===== config.mk =====
export PLATFORM = sky130hd
export DESIGN_NAME = ioherl_top
export DESIGN_NICKNAME = d
export VERILOG_FILES = /design/src/common/ioherl_pkg.sv /design/src/core/ioherl_log.sv /design/src/core/ioherl_top.sv
export SDC_FILE = /design/constraint.sdc
export NUM_CORES = 1
export LEC_CHECK = 0
export ABC_AREA = 1
export BUFFER_PORTS_ARGS = -buffer_cell sky130_fd_sc_hd__buf_4
export CORE_MARGIN = 2
export CORE_UTILIZATION = 40
export DETAILED_ROUTE_END_ITERATION = 7
export GPL_TIMING_DRIVEN = 0
export SLEW_MARGIN = 10
export SYNTH_ARGS = -nofsm -noshare
export SYNTH_HDL_FRONTEND = slang
export SYNTH_HIERARCHICAL = 1
export SYNTH_SLANG_ARGS = --single-unit

===== constraint.sdc =====
create_clock -name clk -period 1.75 [get_ports clk]
set_input_delay 0 -clock clk [delete_from_list [all_inputs] [get_ports clk]]
set_output_delay 0 -clock clk [all_outputs]
set_load 0.02 [all_outputs]

===== src/common/ioherl_pkg.sv =====
// Overview of operation
// - oversize interrupt write dropped, severity two
// - oversize write sets pcie uncorrectable status
// - remap fault answered unsupported request, severity one
// - unsupported-request faults logged in pcie global status
// - aer log holds guest physical address
// - ats abort faults answered completer abort
// - abort and fatal faults set remap status
// - reason 0xFF dropped, severity two
// - reason 0xFF logged in global fatal set
// - every remap fault written to fault record
// - remap faults optionally forwarded to global logic
// - link crc retry severity zero, normal response
// - link crc events capture no header
// - crc after phy reinit, severity zero
// - inband reset logged after reinit, severity zero
// - inband reset logs phy status registers
// - platform error message: no response, severity zero
package ioherl_pkg;
	// ----------------------------------------
	// register offsets
	// ----------------------------------------
	localparam logic [7:0] OFF_PCIE_UNC = 8'h00;
	localparam logic [7:0] OFF_PCIE_GLB = 8'h04;
	localparam logic [7:0] OFF_PCIE_GPTR = 8'h08;
	localparam logic [7:0] OFF_REMAP_UNC = 8'h0C;
	localparam logic [7:0] OFF_REMAP_PTR = 8'h10;
	localparam logic [7:0] OFF_FAULT_REC = 8'h14;
	localparam logic [7:0] OFF_AER_ADDR = 8'h18;
	localparam logic [7:0] OFF_GF_FIRST = 8'h1C;
	localparam logic [7:0] OFF_GF_NEXT = 8'h20;
	localparam logic [7:0] OFF_GN_FIRST = 8'h24;
	localparam logic [7:0] OFF_GN_NEXT = 8'h28;
	localparam logic [7:0] OFF_LINK_FIRST = 8'h2C;
	localparam logic [7:0] OFF_LINK_NEXT = 8'h30;
	localparam logic [7:0] OFF_PHY_INIT = 8'h34;
	localparam logic [7:0] OFF_PHY_PREV = 8'h38;
	localparam logic [7:0] OFF_CTRL = 8'h3C;
	localparam logic [7:0] OFF_INT_STAT = 8'h40;
	localparam logic [7:0] OFF_INT_MASK = 8'h44;
	localparam logic [7:0] OFF_GF_TIME = 8'h48;
	// ----------------------------------------
	// event bit positions, shared by status, first and next logs
	// ----------------------------------------
	localparam int EV_MSI = 0;
	localparam int EV_REMAP_UR = 1;
	localparam int EV_REMAP_CA = 2;
	localparam int EV_REMAP_FATAL = 3;
	localparam int EV_CRC = 4;
	localparam int EV_CRC_REINIT = 5;
	localparam int EV_INBAND = 6;
	localparam int EV_CORRECTED_PLATFORM_ERROR_MESSAGE = 7;
	localparam int NUM_EV = 8;
	localparam logic [7:0] REASON_FATAL = 8'hFF;
	localparam int CTRL_FWD_REMAP = 0;
	localparam int CTRL_FWD_PCIE = 1;
	localparam logic [31:0] CTRL_RESET = 32'h00000003;
	// ----------------------------------------
	// severity and response codes
	// ----------------------------------------
	localparam logic [1:0] SEV_CORR = 2'h0;
	localparam logic [1:0] SEV_NONFATAL = 2'h1;
	localparam logic [1:0] SEV_FATAL = 2'h2;
	typedef enum logic [2:0] {
		RSP_NORMAL,
		RSP_DROP,
		RSP_UR,
		RSP_CA,
		RSP_NONE
	} ioherl_rsp_t;
endpackage


===== src/core/ioherl_log.sv =====
`timescale 1ns/100ps
// first/next pair: first takes only the earliest events, next accumulates
module ioherl_log (
	input wire logic clk,
	input wire logic nrst,
	input wire logic [7:0] ev,
	input wire logic clr_first,
	input wire logic clr_next,
	output logic [7:0] first_reg,
	output logic [7:0] next_reg,
	output logic first_load
);
	logic [7:0] first_next;
	logic [7:0] next_next;
	wire first_empty = (first_reg == 8'h00) || clr_first;
	// events arriving with the clear are kept: clear wins only over old bits
	assign first_load = first_empty && (ev != 8'h00);
	assign first_next = first_load ? ev : (clr_first ? 8'h00 : first_reg);
	assign next_next = (clr_next ? 8'h00 : next_reg) | (first_load ? 8'h00 : ev);
	always_ff @(posedge clk or negedge nrst) begin
		if (!nrst) begin
			first_reg <= 8'h00;
			next_reg <= 8'h00;
		end else begin
			first_reg <= first_next;
			next_reg <= next_next;
		end
	end
	a_first_holds: assert property (@(posedge clk) disable iff (!nrst)
		(first_reg != 8'h00 && !clr_first) |=> first_reg == $past(first_reg))
		else $error("first log changed while occupied");
endmodule


===== src/core/ioherl_top.sv =====
`timescale 1ns/100ps
module ioherl_top (
	input wire logic clk,
	input wire logic nrst,
	input wire logic msi_wr,
	input wire logic [10:0] msi_len_dw,
	input wire logic remap_fault,
	input wire logic [7:0] remap_reason,
	input wire logic remap_ats_ca,
	input wire logic [63:0] remap_gpa,
	input wire logic crc_retry,
	input wire logic crc_retry_reinit,
	input wire logic inband_reset_done,
	input wire logic [7:0] phy_state,
	input wire logic corrected_platform_error_message_msg,
	input wire logic [7:0] reg_addr,
	input wire logic [31:0] reg_wdata,
	input wire logic reg_wr,
	input wire logic reg_rd,
	output logic [31:0] reg_rdata,
	output logic rsp_valid,
	output logic [2:0] rsp_code,
	output logic [1:0] rsp_sev,
	output logic hdr_capture,
	output logic irq
);
	// ----------------------------------------
	// event classification
	// ----------------------------------------
	wire msi_big = msi_wr && (msi_len_dw > 11'h001);
	wire rf_fatal = remap_fault && (remap_reason == ioherl_pkg::REASON_FATAL);
	wire rf_ca = remap_fault && !rf_fatal && remap_ats_ca;
	wire rf_ur = remap_fault && !rf_fatal && !remap_ats_ca;
	logic [7:0] ev;
	assign ev = {corrected_platform_error_message_msg, inband_reset_done, crc_retry_reinit, crc_retry, rf_fatal, rf_ca, rf_ur, msi_big};
	// response priority: a single transaction only carries one event class
	logic [2:0] rsp_code_next;
	logic [1:0] rsp_sev_next;
	wire rsp_any = |ev;
	assign rsp_code_next = (msi_big || rf_fatal) ? 3'(ioherl_pkg::RSP_DROP) :
		rf_ca ? 3'(ioherl_pkg::RSP_CA) :
		rf_ur ? 3'(ioherl_pkg::RSP_UR) :
		(crc_retry || crc_retry_reinit) ? 3'(ioherl_pkg::RSP_NORMAL) :
		3'(ioherl_pkg::RSP_NONE);
	assign rsp_sev_next = (msi_big || rf_fatal) ? ioherl_pkg::SEV_FATAL :
		(rf_ca || rf_ur) ? ioherl_pkg::SEV_NONFATAL :
		ioherl_pkg::SEV_CORR;
	// ----------------------------------------
	// registers
	// ----------------------------------------
	logic [31:0] ctrl_reg;
	logic [31:0] pcie_unc_reg;
	logic [31:0] pcie_glb_reg;
	logic [31:0] pcie_gptr_reg;
	logic [31:0] remap_unc_reg;
	logic [31:0] remap_ptr_reg;
	logic [31:0] fault_rec_reg;
	logic [63:0] aer_addr_reg;
	logic [7:0] phy_init_reg;
	logic [7:0] phy_prev_reg;
	logic [7:0] int_stat_reg;
	logic [7:0] int_mask_reg;
	logic [31:0] time_reg;
	logic [31:0] gf_time_reg;
	wire fwd_remap = ctrl_reg[ioherl_pkg::CTRL_FWD_REMAP];
	wire fwd_pcie = ctrl_reg[ioherl_pkg::CTRL_FWD_PCIE];
	// global routing: reason 0xFF faults to the fatal set, oversize writes and other faults to the non-fatal set; link events always go to the non-fatal set
	logic [7:0] gf_ev;
	logic [7:0] gn_ev;
	logic [7:0] link_ev;
	assign gf_ev = {4'h0, rf_fatal && fwd_remap, 3'h0};
	assign gn_ev = {corrected_platform_error_message_msg, inband_reset_done, crc_retry_reinit, crc_retry,
		1'b0, rf_ca && fwd_remap, rf_ur && fwd_remap, msi_big && fwd_pcie};
	assign link_ev = {corrected_platform_error_message_msg, inband_reset_done, crc_retry_reinit, crc_retry, 4'h0};
	// ----------------------------------------
	// bus decode
	// ----------------------------------------
	wire wr_ctrl = reg_wr && (reg_addr == ioherl_pkg::OFF_CTRL);
	wire wr_mask = reg_wr && (reg_addr == ioherl_pkg::OFF_INT_MASK);
	wire wr_pcie_unc = reg_wr && (reg_addr == ioherl_pkg::OFF_PCIE_UNC);
	wire wr_pcie_glb = reg_wr && (reg_addr == ioherl_pkg::OFF_PCIE_GLB);
	wire wr_remap_unc = reg_wr && (reg_addr == ioherl_pkg::OFF_REMAP_UNC);
	wire wr_gf_first = reg_wr && (reg_addr == ioherl_pkg::OFF_GF_FIRST);
	wire wr_gf_next = reg_wr && (reg_addr == ioherl_pkg::OFF_GF_NEXT);
	wire wr_gn_first = reg_wr && (reg_addr == ioherl_pkg::OFF_GN_FIRST);
	wire wr_gn_next = reg_wr && (reg_addr == ioherl_pkg::OFF_GN_NEXT);
	wire wr_link_first = reg_wr && (reg_addr == ioherl_pkg::OFF_LINK_FIRST);
	wire wr_link_next = reg_wr && (reg_addr == ioherl_pkg::OFF_LINK_NEXT);
	wire rd_stat = reg_rd && (reg_addr == ioherl_pkg::OFF_INT_STAT);
	// ----------------------------------------
	// first/next logs
	// ----------------------------------------
	logic [7:0] gf_first;
	logic [7:0] gf_next;
	logic [7:0] gn_first;
	logic [7:0] gn_next;
	logic [7:0] lk_first;
	logic [7:0] lk_next;
	logic gf_load;
	ioherl_log u_gf (
		.clk(clk),
		.nrst(nrst),
		.ev(gf_ev),
		.clr_first(wr_gf_first),
		.clr_next(wr_gf_next),
		.first_reg(gf_first),
		.next_reg(gf_next),
		.first_load(gf_load)
	);
	ioherl_log u_gn (
		.clk(clk),
		.nrst(nrst),
		.ev(gn_ev),
		.clr_first(wr_gn_first),
		.clr_next(wr_gn_next),
		.first_reg(gn_first),
		.next_reg(gn_next),
		.first_load()
	);
	ioherl_log u_link (
		.clk(clk),
		.nrst(nrst),
		.ev(link_ev),
		.clr_first(wr_link_first),
		.clr_next(wr_link_next),
		.first_reg(lk_first),
		.next_reg(lk_next),
		.first_load()
	);
	// ----------------------------------------
	// next values; writes clear, a read clears int_stat, but a new event wins over the clear
	// ----------------------------------------
	logic [31:0] pcie_unc_next;
	logic [31:0] pcie_glb_next;
	logic [31:0] remap_unc_next;
	logic [7:0] int_stat_next;
	logic [31:0] remap_word;
	assign remap_word = {12'h000, remap_ats_ca, rf_fatal, rf_ca, rf_ur, remap_reason, 8'h00};
	assign pcie_unc_next = (wr_pcie_unc ? 32'h00000000 : pcie_unc_reg) |
		{31'h00000000, msi_big};
	assign pcie_glb_next = (wr_pcie_glb ? 32'h00000000 : pcie_glb_reg) |
		{31'h00000000, rf_ur};
	assign remap_unc_next = (wr_remap_unc ? 32'h00000000 : remap_unc_reg) |
		{30'h00000000, rf_fatal, rf_ca};
	assign int_stat_next = (rd_stat ? 8'h00 : int_stat_reg) | ev;
	logic [31:0] rdata_next;
	always_comb begin
		if (reg_addr == ioherl_pkg::OFF_PCIE_UNC) rdata_next = pcie_unc_reg;
		else if (reg_addr == ioherl_pkg::OFF_PCIE_GLB) rdata_next = pcie_glb_reg;
		else if (reg_addr == ioherl_pkg::OFF_PCIE_GPTR) rdata_next = pcie_gptr_reg;
		else if (reg_addr == ioherl_pkg::OFF_REMAP_UNC) rdata_next = remap_unc_reg;
		else if (reg_addr == ioherl_pkg::OFF_REMAP_PTR) rdata_next = remap_ptr_reg;
		else if (reg_addr == ioherl_pkg::OFF_FAULT_REC) rdata_next = fault_rec_reg;
		else if (reg_addr == ioherl_pkg::OFF_AER_ADDR) rdata_next = aer_addr_reg[31:0];
		else if (reg_addr == ioherl_pkg::OFF_GF_FIRST) rdata_next = {24'h000000, gf_first};
		else if (reg_addr == ioherl_pkg::OFF_GF_NEXT) rdata_next = {24'h000000, gf_next};
		else if (reg_addr == ioherl_pkg::OFF_GN_FIRST) rdata_next = {24'h000000, gn_first};
		else if (reg_addr == ioherl_pkg::OFF_GN_NEXT) rdata_next = {24'h000000, gn_next};
		else if (reg_addr == ioherl_pkg::OFF_LINK_FIRST) rdata_next = {24'h000000, lk_first};
		else if (reg_addr == ioherl_pkg::OFF_LINK_NEXT) rdata_next = {24'h000000, lk_next};
		else if (reg_addr == ioherl_pkg::OFF_PHY_INIT) rdata_next = {24'h000000, phy_init_reg};
		else if (reg_addr == ioherl_pkg::OFF_PHY_PREV) rdata_next = {24'h000000, phy_prev_reg};
		else if (reg_addr == ioherl_pkg::OFF_CTRL) rdata_next = ctrl_reg;
		else if (reg_addr == ioherl_pkg::OFF_INT_STAT) rdata_next = {24'h000000, int_stat_reg};
		else if (reg_addr == ioherl_pkg::OFF_INT_MASK) rdata_next = {24'h000000, int_mask_reg};
		else if (reg_addr == ioherl_pkg::OFF_GF_TIME) rdata_next = gf_time_reg;
		else rdata_next = 32'h00000000;
	end
	// ----------------------------------------
	// state
	// ----------------------------------------
	always_ff @(posedge clk or negedge nrst) begin
		if (!nrst) begin
			ctrl_reg <= ioherl_pkg::CTRL_RESET;
			int_mask_reg <= 8'h00;
			int_stat_reg <= 8'h00;
			reg_rdata <= 32'h00000000;
			irq <= 1'b0;
			time_reg <= 32'h00000000;
		end else begin
			if (wr_ctrl) ctrl_reg <= reg_wdata;
			if (wr_mask) int_mask_reg <= reg_wdata[7:0];
			int_stat_reg <= int_stat_next;
			reg_rdata <= reg_rd ? rdata_next : 32'h00000000;
			irq <= |(int_stat_next & ~int_mask_reg);
			time_reg <= time_reg + 32'h00000001;
		end
	end
	always_ff @(posedge clk or negedge nrst) begin
		if (!nrst) begin
			pcie_unc_reg <= 32'h00000000;
			pcie_glb_reg <= 32'h00000000;
			remap_unc_reg <= 32'h00000000;
		end else begin
			pcie_unc_reg <= pcie_unc_next;
			pcie_glb_reg <= pcie_glb_next;
			remap_unc_reg <= remap_unc_next;
		end
	end
	// pointers, fault record and address logs only capture, no clear
	always_ff @(posedge clk or negedge nrst) begin
		if (!nrst) begin
			pcie_gptr_reg <= 32'h00000000;
			remap_ptr_reg <= 32'h00000000;
			fault_rec_reg <= 32'h00000000;
			aer_addr_reg <= 64'h0000000000000000;
			gf_time_reg <= 32'h00000000;
		end else begin
			if (rf_ur) pcie_gptr_reg <= remap_word;
			if (rf_ca || rf_fatal) remap_ptr_reg <= remap_word;
			if (remap_fault) fault_rec_reg <= remap_word;
			if (rf_ur || rf_ca) aer_addr_reg <= remap_gpa;
			if (gf_load) gf_time_reg <= time_reg;
		end
	end
	// phy status pair: previous keeps the earlier init snapshot
	always_ff @(posedge clk or negedge nrst) begin
		if (!nrst) begin
			phy_init_reg <= 8'h00;
			phy_prev_reg <= 8'h00;
		end else if (inband_reset_done) begin
			phy_init_reg <= phy_state;
			phy_prev_reg <= phy_init_reg;
		end
	end
	// response port, one cycle after the event
	always_ff @(posedge clk or negedge nrst) begin
		if (!nrst) begin
			rsp_valid <= 1'b0;
			rsp_code <= 3'h0;
			rsp_sev <= 2'h0;
			hdr_capture <= 1'b0;
		end else begin
			rsp_valid <= rsp_any;
			rsp_code <= rsp_code_next;
			rsp_sev <= rsp_sev_next;
			// header logging only for remap faults; link events never capture
			hdr_capture <= remap_fault && !crc_retry && !crc_retry_reinit;
		end
	end
	// ----------------------------------------
	// checks
	// ----------------------------------------
	a_msi_drop: assert property (@(posedge clk) disable iff (!nrst)
		msi_big |=> rsp_code == 3'(ioherl_pkg::RSP_DROP) && rsp_sev == 2'h2)
		else $error("oversize interrupt write not dropped at severity two");

	a_msi_status: assert property (@(posedge clk) disable iff (!nrst)
		msi_big |=> pcie_unc_reg[0])
		else $error("oversize interrupt write not logged");

	a_remap_ur: assert property (@(posedge clk) disable iff (!nrst)
		rf_ur && !msi_big |=> rsp_code == 3'(ioherl_pkg::RSP_UR) && rsp_sev == 2'h1 && pcie_glb_reg[0])
		else $error("remap fault not answered unsupported request");

	a_aer_gpa: assert property (@(posedge clk) disable iff (!nrst)
		(rf_ur || rf_ca) |=> aer_addr_reg == $past(remap_gpa))
		else $error("aer address is not the guest address");

	a_remap_ca: assert property (@(posedge clk) disable iff (!nrst)
		rf_ca && !msi_big |=> rsp_code == 3'(ioherl_pkg::RSP_CA) && remap_unc_reg[0])
		else $error("abort fault not answered completer abort");

	a_fatal_drop: assert property (@(posedge clk) disable iff (!nrst)
		rf_fatal |=> rsp_code == 3'(ioherl_pkg::RSP_DROP) && rsp_sev == 2'h2 && remap_unc_reg[1])
		else $error("reason ff fault not dropped as fatal");

	a_fatal_global: assert property (@(posedge clk) disable iff (!nrst)
		rf_fatal && fwd_remap |=> gn_next[3] == 1'b0 && (gf_first[3] || gf_next[3]))
		else $error("reason ff fault not in fatal log");

	a_fault_record: assert property (@(posedge clk) disable iff (!nrst)
		remap_fault |=> fault_rec_reg[15:8] == $past(remap_reason) && fault_rec_reg[7:0] == 8'h00)
		else $error("fault record missing");

	a_link_normal: assert property (@(posedge clk) disable iff (!nrst)
		(crc_retry || crc_retry_reinit) && !msi_big && !remap_fault |=>
		rsp_code == 3'(ioherl_pkg::RSP_NORMAL) && rsp_sev == 2'h0 && !hdr_capture)
		else $error("link crc event not handled as correctable");

	a_noresp_evt: assert property (@(posedge clk) disable iff (!nrst)
		(inband_reset_done || corrected_platform_error_message_msg) && !(|ev[5:0]) |=>
		rsp_code == 3'(ioherl_pkg::RSP_NONE) && rsp_sev == 2'h0)
		else $error("message event produced a response");

	a_phy_snap: assert property (@(posedge clk) disable iff (!nrst)
		inband_reset_done |=> phy_init_reg == $past(phy_state))
		else $error("phy status not captured");

	a_sev_code: assert property (@(posedge clk) disable iff (!nrst)
		rsp_valid |-> rsp_sev != 2'h3)
		else $error("illegal severity code");

	// ----------------------------------------
	// log routing and capture checks
	// ----------------------------------------
	a_ur_pointer: assert property (@(posedge clk) disable iff (!nrst)
		rf_ur |=> pcie_gptr_reg[16] && pcie_gptr_reg[15:8] == $past(remap_reason))
		else $error("unsupported request pointer not updated");

	a_remap_pointer: assert property (@(posedge clk) disable iff (!nrst)
		(rf_ca || rf_fatal) |=> remap_ptr_reg[15:8] == $past(remap_reason))
		else $error("remap pointer not updated");

	a_record_kind: assert property (@(posedge clk) disable iff (!nrst)
		remap_fault |=> fault_rec_reg[18:16] == $past({rf_fatal, rf_ca, rf_ur}))
		else $error("fault record class wrong");

	a_crc_no_hdr: assert property (@(posedge clk) disable iff (!nrst)
		(crc_retry || crc_retry_reinit) |=> !hdr_capture)
		else $error("link crc event captured a header");

	a_crc_logged: assert property (@(posedge clk) disable iff (!nrst)
		crc_retry |=> (lk_first[4] || lk_next[4]) && (gn_first[4] || gn_next[4]))
		else $error("link crc event not logged");

	a_reinit_logged: assert property (@(posedge clk) disable iff (!nrst)
		crc_retry_reinit |=> (lk_first[5] || lk_next[5]) && (gn_first[5] || gn_next[5]))
		else $error("reinit crc event not logged");

	a_inband_logged: assert property (@(posedge clk) disable iff (!nrst)
		inband_reset_done |=> (lk_first[6] || lk_next[6]) && (gn_first[6] || gn_next[6]))
		else $error("inband reset not logged");

	a_corrected_platform_error_message_logged: assert property (@(posedge clk) disable iff (!nrst)
		corrected_platform_error_message_msg |=> (lk_first[7] || lk_next[7]) && (gn_first[7] || gn_next[7]))
		else $error("platform error message not logged");

	a_phy_prev: assert property (@(posedge clk) disable iff (!nrst)
		inband_reset_done |=> phy_prev_reg == $past(phy_init_reg))
		else $error("phy previous status not kept");

	a_msi_global: assert property (@(posedge clk) disable iff (!nrst)
		msi_big && fwd_pcie |=> gn_first[0] || gn_next[0])
		else $error("oversize write not in nonfatal log");

	a_ur_global: assert property (@(posedge clk) disable iff (!nrst)
		rf_ur && fwd_remap |=> gn_first[1] || gn_next[1])
		else $error("forwarded ur fault not in nonfatal log");

	a_ca_global: assert property (@(posedge clk) disable iff (!nrst)
		rf_ca && fwd_remap |=> gn_first[2] || gn_next[2])
		else $error("forwarded abort fault not in nonfatal log");

	a_fatal_time: assert property (@(posedge clk) disable iff (!nrst)
		gf_load |=> gf_time_reg == $past(time_reg))
		else $error("fatal first timestamp not taken");

	a_rsp_idle: assert property (@(posedge clk) disable iff (!nrst)
		!rsp_any |=> !rsp_valid && rsp_code == 3'(ioherl_pkg::RSP_NONE))
		else $error("response without event");
endmodule


==> impl_metrics.yaml <==
floorplanning:
  start_util: 0.403
  dieArea_um2: 34000
  num_rows: 66
  io_pins: 182
  die_h_um: 184
  core_area_um2: 32300
  die_w_um: 184
setup_path:
  cp.required_ps: 2160
  critPathMaxStageDelay_ps: 390
  startpoint_type: "flop"
  path_class: "flop to flop"
  crit-reg2reg-launch: "time_reg[1]$_DFF_PN0_"
  reg2reg_depth: 11
  end_kind: "flop"
  critPathArrivalTime_ps: 2390
  rr_endpoint: "time_reg[30]$_DFF_PN0_"
  r2r_slack_ps: -230
  crit_fanout: 3
  crit_chain: "ha_2 -> nand3_4 -> nor3_4 -> nand3_2 -> nor2_4 -> nand3_4 -> nor3_4 -> nand2_2 -> inv_2 -> nand3_2 -> xor2_1"
  critPathSlowestCell: "dfrtp_1"
global_route:
  grt_max_degree: 107
  grt_first_pass_wirelength_um: 59900
  grt_usage: 0.226
  grt-ovfl-total: 0
  grt_pass1_vias: 11300
  antenna_found_initial: 1
sta:
  finalClockSkew_ps: 22.3
  fin_crit_ps: 1980
  timing.fmax_mhz: 504
  max-slew-margin-rel: 0.488
  setup_viol: 15
  setup_ws_ps: -234
  finalMaxSlewViolations: 0
  hold_violations: 0
  fin_crit_sh: 1.13
  tightestPinTransition_ps: 769
  grt_setup_unrepaired: "true"
clock_network:
  htreeDepth: 2
  clock_path_buffers: 3
  cts_tree: "done"
  clk_root_buffer_cell: "clkbuf_16"
  clock_sinks: 288
  clock_latency_ps: 520
  cts_buffers: 34
  cts.clk_slew.worst_paths_ps: 60
layout:
  regArea_um2: 7210
  instances_no_fill: 2340
  layout_common_cells: "nand2_1, dfrtp_1, buf_4"
  fillers: 2880
  antennaDiodeCount: 0
  layout.nets: 2016
  area_delta_synth_final_pct: 36.2
  drive_gt1_frac: 0.215
  layout_commonest_cell: "nand2_1"
  multi_input_area_um2: 5250
outcome:
  violations: "negative setup slack"
  outcome: "complete, but fails checks"
route:
  vias_per_cell: 4.78
  num_vias: 11200
  postRouteAntennaNets: 0
  drt_first_pass_iters: 5
  wire_per_inst_um: 15.9
  drt_iter0_drc: 841
  drc_errors: 0
  wirelength_um: 37200
power:
  ir_worst_vdd_uv: 539
  total_power_mw: 16.8
  power_per_cell_area_nw_per_um2: 945
  p_leak_nw: 8.79
yosys:
  netlist_area_um2: 13000
  avgSynthCellArea_um2: 8.57
  yosys_warnings: 6
  synth_cells: 1518
place:
  hpwl_um: 25600
  portBuffers: 148
  gp_congestion: 0.851
  dpl.cell_count: 2137
worst_hold_path:
  min_path_cells: 4
  worstHoldStart: "msi_len_dw[2]"
  hold_path_end: "rsp_code[2]$_DFF_PN0_"
  hp-class: "input port to flop"
flow_run:
  cap_violations: 0
worst max-delay path by stage:
stage / startpoint / to / slack [ps] / cells after the start
final: time_reg[1]$_DFF_PN0_ / time_reg[30]$_DFF_PN0_ / -230 / 11
after global routing: time_reg[1]$_DFF_PN0_ / time_reg[31]$_DFF_PN0_ / -360 / 13
after CTS: time_reg[1]$_DFF_PN0_ / time_reg[30]$_DFF_PN0_ / -260 / 11
after detailed placement: remap_reason[0] / u_gn/first_reg[6]$_DFFE_PN0P_ / -1070 / 16
after global placement: nrst / ctrl_reg[26]$_DFFE_PN0P_ / -1960 / 1
after floorplan: time_reg[1]$_DFF_PN0_ / time_reg[30]$_DFF_PN0_ / -110 / 11
area by class of cell:
class | instances | area share
Clock buffer | 51 | 0.0567
Multi-Input combinational cell | 1025 | 0.296
Buffer | 45 | 0.0183
Clock inverter | 10 | 0.00720
Tap cell | 442 | 0.0312
Sequential cell | 288 | 0.407
Inverter | 186 | 0.0402
Timing Repair Buffer | 293 | 0.144
metrics by stage:
stage / instance area [um^2] / worst slack [ps] / utilization / hold WS (ps) / setup TNS (ps)
after CTS: 17400 / -262 / 0.539 / 33.3 / -4590
final: 17700 / -234 / 0.549 / 60.3 / -2020
after global routing: 17700 / -356 / 0.549 / 58.7 / -3720
after global placement: 14800 / -1960 / 0.459 / 198 / -638840
after detailed placement: 14900 / -1070 / 0.461 / 48.2 / -85820
after floorplan: 13200 / -110 / - / -296 / -265
power breakdown:
group,switching (mW),internal [mW],leakage [nW]
Combinational,1.09,0.867,4.64
Sequential,0.415,7.27,3.60
Clock,2.82,4.29,0.550
repair_timing:
action,4_1_cts,5_1_grt
setup endpoints to repair,77,112
cloned,0,3
buffers inserted,19,15
hold endpoints to repair,216,1
gates resized for setup,46,63
hold buffers,104,2
pin swaps,11,24
worst max-delay path: cells and delay by family (launching register included):
family	cells	cell delay [ps]
xor gates and xnor gates	1	150
buffers and inverters	1	70
DFF	1	390
adders and majority gates	1	230
and+or+nand+nor	8	1030
per-layer routing:
| metal | wire length, um | track usage | up-vias |
|---|---|---|---|
| met4 | 561 | 0.0483 | 0 |
| met3 | 1470 | 0.0306 | 40 |
| met5 | 0 | 0 | - |
| li1 | - | - | 5473 |
| met2 | 18300 | 0.381 | 262 |
| met1 | 16900 | 0.311 | 5421 |
(Power assumes the default switching activity.)
